`src/gdc_regs.svh`:
```
`ifndef GDC_REGS_SVH
`define GDC_REGS_SVH

`define GDC_CLK_PERIOD_NS 20
`define GDC_FAULT_MUTE_NS 10000
`define GDC_RST_PULSE_NS 1000
`define GDC_DEGLITCH_NS 40
`define GDC_CNT_W 16
`define GDC_MUTE_CYC \
	((`GDC_FAULT_MUTE_NS + `GDC_CLK_PERIOD_NS - 1) / `GDC_CLK_PERIOD_NS)
`define GDC_PULSE_CYC \
	((`GDC_RST_PULSE_NS + `GDC_CLK_PERIOD_NS - 1) / `GDC_CLK_PERIOD_NS)
`define GDC_DEGLITCH_CYC \
	((`GDC_DEGLITCH_NS + `GDC_CLK_PERIOD_NS - 1) / `GDC_CLK_PERIOD_NS)

`endif

```
`src/gdc_pkg.sv`:
```
package gdc_pkg;

	typedef enum logic [1:0] {
		SEQ_IDLE,
		SEQ_MUTE,
		SEQ_WAIT,
		SEQ_PULSE
	} gdc_seq_state_type;

endpackage: gdc_pkg

```
`src/gdc_seq_if.sv`:
```
`timescale 1ns/100ps

interface gdc_seq_if;
	logic fault_low;
	logic clear_req;
	logic auto_mode;
	logic mute;
	logic pulse;
	logic busy;

	modport ctrl (
		output fault_low,
		output clear_req,
		output auto_mode,
		input mute,
		input pulse,
		input busy
	);

	modport seq (
		input fault_low,
		input clear_req,
		input auto_mode,
		output mute,
		output pulse,
		output busy
	);
endinterface: gdc_seq_if

```
`src/gdc_reset_seq.sv`:
```
`timescale 1ns/100ps
`include "gdc_regs.svh"

module gdc_reset_seq
	import gdc_pkg::*;
#(
	parameter logic [`GDC_CNT_W-1:0] MUTE_CYC = `GDC_CNT_W'(`GDC_MUTE_CYC),
	parameter logic [`GDC_CNT_W-1:0] PULSE_CYC = `GDC_CNT_W'(`GDC_PULSE_CYC)
) (
	input wire logic clk, // System clock
	input wire logic rst_b, // Async reset, active low
	input wire logic ce, // Clock enable, freezes state when low
	gdc_seq_if.seq sif // Sequencer side of the control link
);
	gdc_seq_state_type state_reg;
	gdc_seq_state_type state_next;
	logic [`GDC_CNT_W-1:0] cnt_reg;
	logic last_mute;
	logic last_pulse;

	assign last_mute = cnt_reg == MUTE_CYC - `GDC_CNT_W'(1);
	assign last_pulse = cnt_reg == PULSE_CYC - `GDC_CNT_W'(1);

	always_comb begin
		state_next = state_reg;
		case (state_reg)
			SEQ_IDLE: begin
				if (sif.fault_low)
					state_next = SEQ_MUTE;
			end
			SEQ_MUTE: begin
				// Any reset now is ignored by the driver, so wait it out
				if (last_mute)
					state_next = SEQ_WAIT;
			end
			SEQ_WAIT: begin
				if (!sif.fault_low)
					state_next = SEQ_IDLE;
				else if (sif.clear_req && !sif.auto_mode)
					state_next = SEQ_PULSE;
			end
			SEQ_PULSE: begin
				// Back to wait: the flag rises only after the pulse ends
				if (last_pulse)
					state_next = SEQ_WAIT;
			end
			default: state_next = SEQ_IDLE;
		endcase
	end

	always_ff @(posedge clk or negedge rst_b) begin
		if (!rst_b)
			state_reg <= SEQ_IDLE;
		else if (ce)
			state_reg <= state_next;
	end

	always_ff @(posedge clk or negedge rst_b) begin
		if (!rst_b)
			cnt_reg <= '0;
		else if (ce) begin
			if (state_next != state_reg)
				cnt_reg <= '0;
			else if (state_reg == SEQ_MUTE || state_reg == SEQ_PULSE)
				cnt_reg <= cnt_reg + `GDC_CNT_W'(1);
		end
	end

	assign sif.mute = state_reg == SEQ_MUTE;
	assign sif.pulse = state_reg == SEQ_PULSE;
	assign sif.busy = state_reg != SEQ_IDLE;
endmodule: gdc_reset_seq

```
`src/gdc_ctrl.sv`:
```
`timescale 1ns/100ps
`include "gdc_regs.svh"

module gdc_ctrl
	import gdc_pkg::*;
#(
	parameter logic [`GDC_CNT_W-1:0] MUTE_CYC = `GDC_CNT_W'(`GDC_MUTE_CYC)
) (
	input wire logic clk, // System clock, 50 MHz
	input wire logic rst_b, // Async reset, active low
	input wire logic ce, // Clock enable, freezes state when low
	input wire logic pwm_req, // PWM for this switch
	input wire logic pwm_opp, // PWM of the opposite switch in the leg
	input wire logic drv_enable, // Request driver enabled
	input wire logic interlock_en, // Route opposite PWM to inverting input
	input wire logic auto_reset_en, // Drive reset/enable from PWM
	input wire logic fault_clear_req, // Request a fault reset pulse
	input wire logic fault_flag_n, // Driver fault flag, low on fault
	input wire logic power_good, // Driver power-good, low in lockout
	output logic drv_in_pos, // To driver noninverting input
	output logic drv_in_neg, // To driver inverting input
	output logic drv_rst_en_n, // To driver reset/enable, low resets
	output logic fault_active, // Fault flag seen low
	output logic supply_ok, // Power-good seen high
	output logic reset_busy, // Fault recovery in progress
	output logic mute_active // Fault mute wait running
);
	logic fault_low_reg;
	logic pg_reg;
	logic in_pos_reg;
	logic in_pos_next;
	logic in_neg_reg;
	logic in_neg_next;
	logic rst_en_n_reg;
	logic rst_en_n_next;
	logic fault_active_reg;
	logic supply_ok_reg;
	logic reset_busy_reg;
	logic mute_active_reg;

	gdc_seq_if sif ();

	// Pins are taken as synchronous; one stage aligns them to our edge
	always_ff @(posedge clk or negedge rst_b) begin
		if (!rst_b) begin
			fault_low_reg <= 1'b0;
			pg_reg <= 1'b0;
		end else if (ce) begin
			fault_low_reg <= !fault_flag_n;
			pg_reg <= power_good;
		end
	end

	assign sif.fault_low = fault_low_reg;
	assign sif.clear_req = fault_clear_req;
	assign sif.auto_mode = auto_reset_en;

	gdc_reset_seq #(
		.MUTE_CYC(MUTE_CYC),
		.PULSE_CYC(`GDC_CNT_W'(`GDC_PULSE_CYC))
	) u_seq (
		.clk(clk),
		.rst_b(rst_b),
		.ce(ce),
		.sif(sif)
	);

	// The driver already refuses overlapping inputs; we avoid asking it
	always_comb begin
		in_pos_next = drv_enable && pwm_req;
		if (interlock_en && pwm_opp)
			in_pos_next = 1'b0;
	end

	always_comb begin
		if (interlock_en)
			in_neg_next = pwm_opp;
		else
			in_neg_next = 1'b0;
	end

	// Mute has priority: even a disable is a reset request to the driver,
	// and it would be thrown away, so the pin is held high until mute ends
	always_comb begin
		if (sif.mute)
			rst_en_n_next = 1'b1;
		else if (!drv_enable)
			rst_en_n_next = 1'b0;
		else if (sif.pulse)
			rst_en_n_next = 1'b0;
		else if (auto_reset_en)
			rst_en_n_next = pwm_req;
		else
			rst_en_n_next = 1'b1;
	end

	always_ff @(posedge clk or negedge rst_b) begin
		if (!rst_b) begin
			in_pos_reg <= 1'b0;
			in_neg_reg <= 1'b0;
		end else if (ce) begin
			in_pos_reg <= in_pos_next;
			in_neg_reg <= in_neg_next;
		end
	end

	// Out of reset the driver stays disabled, as with a floating pin
	always_ff @(posedge clk or negedge rst_b) begin
		if (!rst_b)
			rst_en_n_reg <= 1'b0;
		else if (ce)
			rst_en_n_reg <= rst_en_n_next;
	end

	always_ff @(posedge clk or negedge rst_b) begin
		if (!rst_b) begin
			fault_active_reg <= 1'b0;
			supply_ok_reg <= 1'b0;
			reset_busy_reg <= 1'b0;
			mute_active_reg <= 1'b0;
		end else if (ce) begin
			fault_active_reg <= fault_low_reg;
			supply_ok_reg <= pg_reg;
			reset_busy_reg <= sif.busy;
			mute_active_reg <= sif.mute;
		end
	end

	assign drv_in_pos = in_pos_reg;
	assign drv_in_neg = in_neg_reg;
	assign drv_rst_en_n = rst_en_n_reg;
	assign fault_active = fault_active_reg;
	assign supply_ok = supply_ok_reg;
	assign reset_busy = reset_busy_reg;
	assign mute_active = mute_active_reg;
endmodule: gdc_ctrl

```
`config.mk`:
```
export PLATFORM = sky130hd
export DESIGN_NAME = gdc_ctrl
export DESIGN_NICKNAME = d
export VERILOG_FILES = /design/src/gdc_pkg.sv /design/src/gdc_seq_if.sv /design/src/gdc_reset_seq.sv /design/src/gdc_ctrl.sv
export VERILOG_INCLUDE_DIRS = /design/src /design/src/src
export SDC_FILE = /design/constraint.sdc
export NUM_CORES = 1
export LEC_CHECK = 0
export ABC_CLOCK_PERIOD_IN_PS = 2850
export BUFFER_PORTS_ARGS = -buffer_cell sky130_fd_sc_hd__buf_2
export CAP_MARGIN = 30
export CORE_ASPECT_RATIO = 0.5
export CORE_UTILIZATION = 35
export CTS_CLUSTER_SIZE = 24
export DETAILED_ROUTE_END_ITERATION = 12
export PLACE_DENSITY = 0.56
export SYNTH_ARGS = -nofsm -noshare
export SYNTH_HDL_FRONTEND = slang
export SYNTH_SLANG_ARGS = --single-unit
```
`constraint.sdc`:
```
create_clock -name clk -period 2.85 [get_ports clk]
set_input_delay 0.4275 -clock clk [delete_from_list [all_inputs] [get_ports clk]]
set_output_delay 0.4275 -clock clk [all_outputs]
set_load 0.05 [all_outputs]
```
==> impl_summary.txt <==
----------------------------------------------------
[Placed design]
  Gp weighted congestion ... 0.827
  Port buffer count ... 17
  Total instance count after detailed placement ... 217
  Post-DP HPWL ... 2170 µm
  Instance area at placement ... 1580 µm²

[Setup path]
  Crit path capture type ... register
  Delay contributed by the slowest stage of the critical path ... 450 ps
  Setup slack of the worst register-to-register path ... 870 ps
  Worst Setup Path Type ... register to register
  CP Cell Sequence ... inv_1 > ha_1 > nor4b_1 > nand4_1 > a22oi_2 > and2_4 > nor3_1
  Req. time, crit path ... 3010 ps
  Reg2reg start ... u_seq.cnt_reg[1]$_DFFE_PN0P_
  Worst-case reg-to-reg path depth ... 7
  Path length in cells of the critical path ... 7
  Startpoint types ... register
  Reg-to-reg critical path endpoint ... u_seq.cnt_reg[3]$_DFFE_PN0P_
  Largest fanout of any net on the critical path ... 14
  Data arrival time at the worst-slack endpoint ... 2140 ps
  Cell type group with the largest total delay on the critical path ... simple AND/OR/NAND/NOR gates
  Library cell contributing the largest single delay on the critical path ... sky130_fd_sc_hd__dfrtp_1
  Buf/Inv on CP ... 1

[Route]
  Number of iterations in the first detailed-routing pass ... 5
  DRC violation count after routing ... 0
  Number of nets with antenna violations after detailed routing ... 0
  Drt initial violations ... 80
  Final WL ... 3050 µm
  Post-DR vias/cell ... 5.20
  Routed len/inst ... 13.8 µm
  Total via count in the routed design ... 1149

[Pwr]
  PD cells ... 649 nW/µm²
  Leakage dissipation ... 0.696 nW
  Part of the total power dissipated in sequential elements ... 0.531
  PnR Total Power ... 0.00105 W
  Pint ... 0.000665 W
  Switching power ... 0.000388 W
  Logic gate share of total power ... 0.256
  Maximum resistive drop on vdd ... 0.000217 V
  Switching part of the total ... 0.368
  Clock network fraction of total power ... 0.213

[Die]
  Die H ... 47.6 µm
  Die area ... 4440 µm²
  Placeable core region ... 3940 µm²
  Std cell rows ... 16
  Initial Util ... 0.369
  Top-level I/O count ... 18
  Die outline width ... 93.2 µm

[Final layout]
  Final-layout fill cell count ... 394
  Final standard cell count with taps included and fillers excluded ... 221
  Number of flip-flops in the largest register ... 16
  Number of antenna diodes ... 0
  Fin area ... 1620 µm²
  Area growth, synth to finish ... 11.3%
  Share of final-layout standard cells stronger than drive strength 1 ... 0.216
  Net total in the final layout ... 181

[STA]
  Shortest clock period the worst path allows after layout ... 1980 ps
  Post-route fraction of the period consumed by the critical path ... 0.694
  Final hold violation count ... 0
  Final setup violation count ... 0
  Final setup TNS ... 0 ps
  Slew HR ... 0.584
  Max Clock Skew ... 5.85 ps
  Max Freq ... 506 MHz
  Hold_ws ... 153 ps
  Setup repair after global routing missed its margin ... false
  Tightest Pin Transition ... 625 ps
  Max-slew violations ... 0

[Global routing]
  Tot GR Track Use ... 0.150
  Met2 track demand over resource ... 0.269
  Most congested layer reported by global routing ... met2
  Vias in the first global route ... 1060
  Number of antenna violations at the first check in global routing ... 0
  Congestion Overflow GR ... 0
  First-pass GRT wire length ... 4940 µm
  GR Layer Usage met3 ... 0.0476
  Pin count of the biggest net entering global routing ... 28
  GR Util met1 ... 0.185

[Yosys]
  Synth cell count leaders ... 27 x sky130_fd_sc_hd__dfrtp_1, 21 x sky130_fd_sc_hd__nor2_1, 15 x sky130_fd_sc_hd__nand2_1
  Top post-synthesis cells by area ... sky130_fd_sc_hd__dfrtp_1 46%, sky130_fd_sc_hd__nor2_1 5.4%, sky130_fd_sc_hd__xor2_1 4.8%
  EDFF count, synth ... 0
  Sequential area share after synthesis ... 0.464
  Per-instance average area after synthesis ... 9.71 µm²
  Main synth FF type ... sky130_fd_sc_hd__dfrtp_1
  Post-synthesis cell area ... 1460 µm²
  Top-area cell type share of the netlist area ... 0.464
  Most common cell in the synthesized netlist ... sky130_fd_sc_hd__dfrtp_1
  Count of mapped cells out of synthesis ... 150
  Post-synthesis cell type with the largest combined area ... sky130_fd_sc_hd__dfrtp_1
  Warnings from Yosys ... 0
  Net Count, Synth ... 163
  Proportion of register bits with asynchronous set or reset after synthesis ... 1.00
  Synth Register Bits ... 27
  Unique cell type count in the Yosys netlist ... 39

[Clock tree]
  Post-cts hold buffer count ... 0
  Clock slew at reported path FFs ... 100 ps
  Later-pin clock latency in the skew report ... 280 ps
  Buffer depth of the longest clock path ... 2
  Clock root buffer master ... sky130_fd_sc_hd__clkbuf_8
  Quantity of gates resized following cts ... 0
  Post-CTS Repair Setup Buffers ... 0
  Total CTS buffers ... 3
  TritonCTS clock tree ... built
  CTS H-Tree Depth ... 1
  Sink Count ... 27

[Hold path]
  Min-delay worst type ... input port to asynchronous set/reset pin

[Run status]
  Result of the run ... complete, no violations

[Flow run]
  MaxCap Viol Count ... 0

----------------------------------------------------
-- placed cells by master (no fill, tap or decap), types with 2 or more instances in the layout --
cell type                  instances
sky130_fd_sc_hd__nand3b_1          2
sky130_fd_sc_hd__or4_1             2
sky130_fd_sc_hd__nor2_1           21
sky130_fd_sc_hd__a31oi_1           3
sky130_fd_sc_hd__nor4_4            2
sky130_fd_sc_hd__ha_1              2
sky130_fd_sc_hd__nand2b_1          2
sky130_fd_sc_hd__nand4_1           6
sky130_fd_sc_hd__xnor2_1           2
sky130_fd_sc_hd__mux2_2            4
sky130_fd_sc_hd__a21oi_1           6
sky130_fd_sc_hd__buf_2            17
sky130_fd_sc_hd__nand3_1           8
sky130_fd_sc_hd__o21ai_0           4
sky130_fd_sc_hd__o211ai_1          3
sky130_fd_sc_hd__inv_1             6
sky130_fd_sc_hd__and3_1            2
sky130_fd_sc_hd__clkbuf_8          3
sky130_fd_sc_hd__dfrtp_1          27
sky130_fd_sc_hd__xor2_1            8
sky130_fd_sc_hd__nor3_1            3
sky130_fd_sc_hd__nand2_1          15
sky130_fd_sc_hd__a311oi_1          2
-- layer usage --
layer  vias up  part of all wire  wire length (µm)
met5         -                 0                 0
met4         0            0.0066                20
met3         2             0.038               117
met2        32              0.47              1430
met1       553              0.48              1480
li1        562                 -                 -
-- power by group through the flow --
stage	Combinational [W]	Clock (W)	Sequential, W
3_5_place_dp	0.000270	0	0.000564
5_1_grt	0.000301	0.000243	0.000574
6_report	0.000269	0.000225	0.000559
4_1_cts	0.000271	0.000229	0.000559
3_3_place_gp	0.000261	0	0.000566
2_1_floorplan	0.000190	0	0.000565
-- worst max-delay path by stage --
stage / from / end / slack (ps)
6_report: u_seq.cnt_reg[1]$_DFFE_PN0P_ / u_seq.cnt_reg[3]$_DFFE_PN0P_ / 870
5_1_grt: u_seq.cnt_reg[1]$_DFFE_PN0P_ / u_seq.cnt_reg[5]$_DFFE_PN0P_ / 740
4_1_cts: u_seq.cnt_reg[1]$_DFFE_PN0P_ / u_seq.cnt_reg[6]$_DFFE_PN0P_ / 850
3_5_place_dp: ce / u_seq.cnt_reg[4]$_DFFE_PN0P_ / 810
3_3_place_gp: ce / u_seq.cnt_reg[4]$_DFFE_PN0P_ / 840
2_1_floorplan: u_seq.cnt_reg[1]$_DFFE_PN0P_ / u_seq.cnt_reg[12]$_DFFE_PN0P_ / 1200
-- cell type report --
class	instances	area, µm²	share of cell area
inverters	7	26.3	0.0162
clock buffers	3	41.3	0.0255
repair buffers	18	92.6	0.0571
flip-flops and latches	27	676	0.417
multi-input cells	111	713	0.440
well taps	54	67.6	0.0417
clock inverters	1	5.00	0.00309
-- stage by stage --
stage | setup WS (ps) | utilization
6_report | 872 | 0.411
5_1_grt | 738 | 0.411
4_1_cts | 851 | 0.411
3_5_place_dp | 812 | 0.399
3_3_place_gp | 842 | 0.399
2_1_floorplan | 1200 | -
-- logic make-up (layout without fill, tap and decap cells) --
kind of cell    after synthesis  in the layout  share of synthesized area
compound gates               23             23                      0.107
xor+xnor                     10             10                     0.0601
fa+ha+maj                     2              2                     0.0172
buf+inv                      12             29                     0.0464
flops                        27             27                      0.464
mux                           4              4                     0.0309
simple gates                 72             72                      0.275
Power figures use the tool's default switching activity.
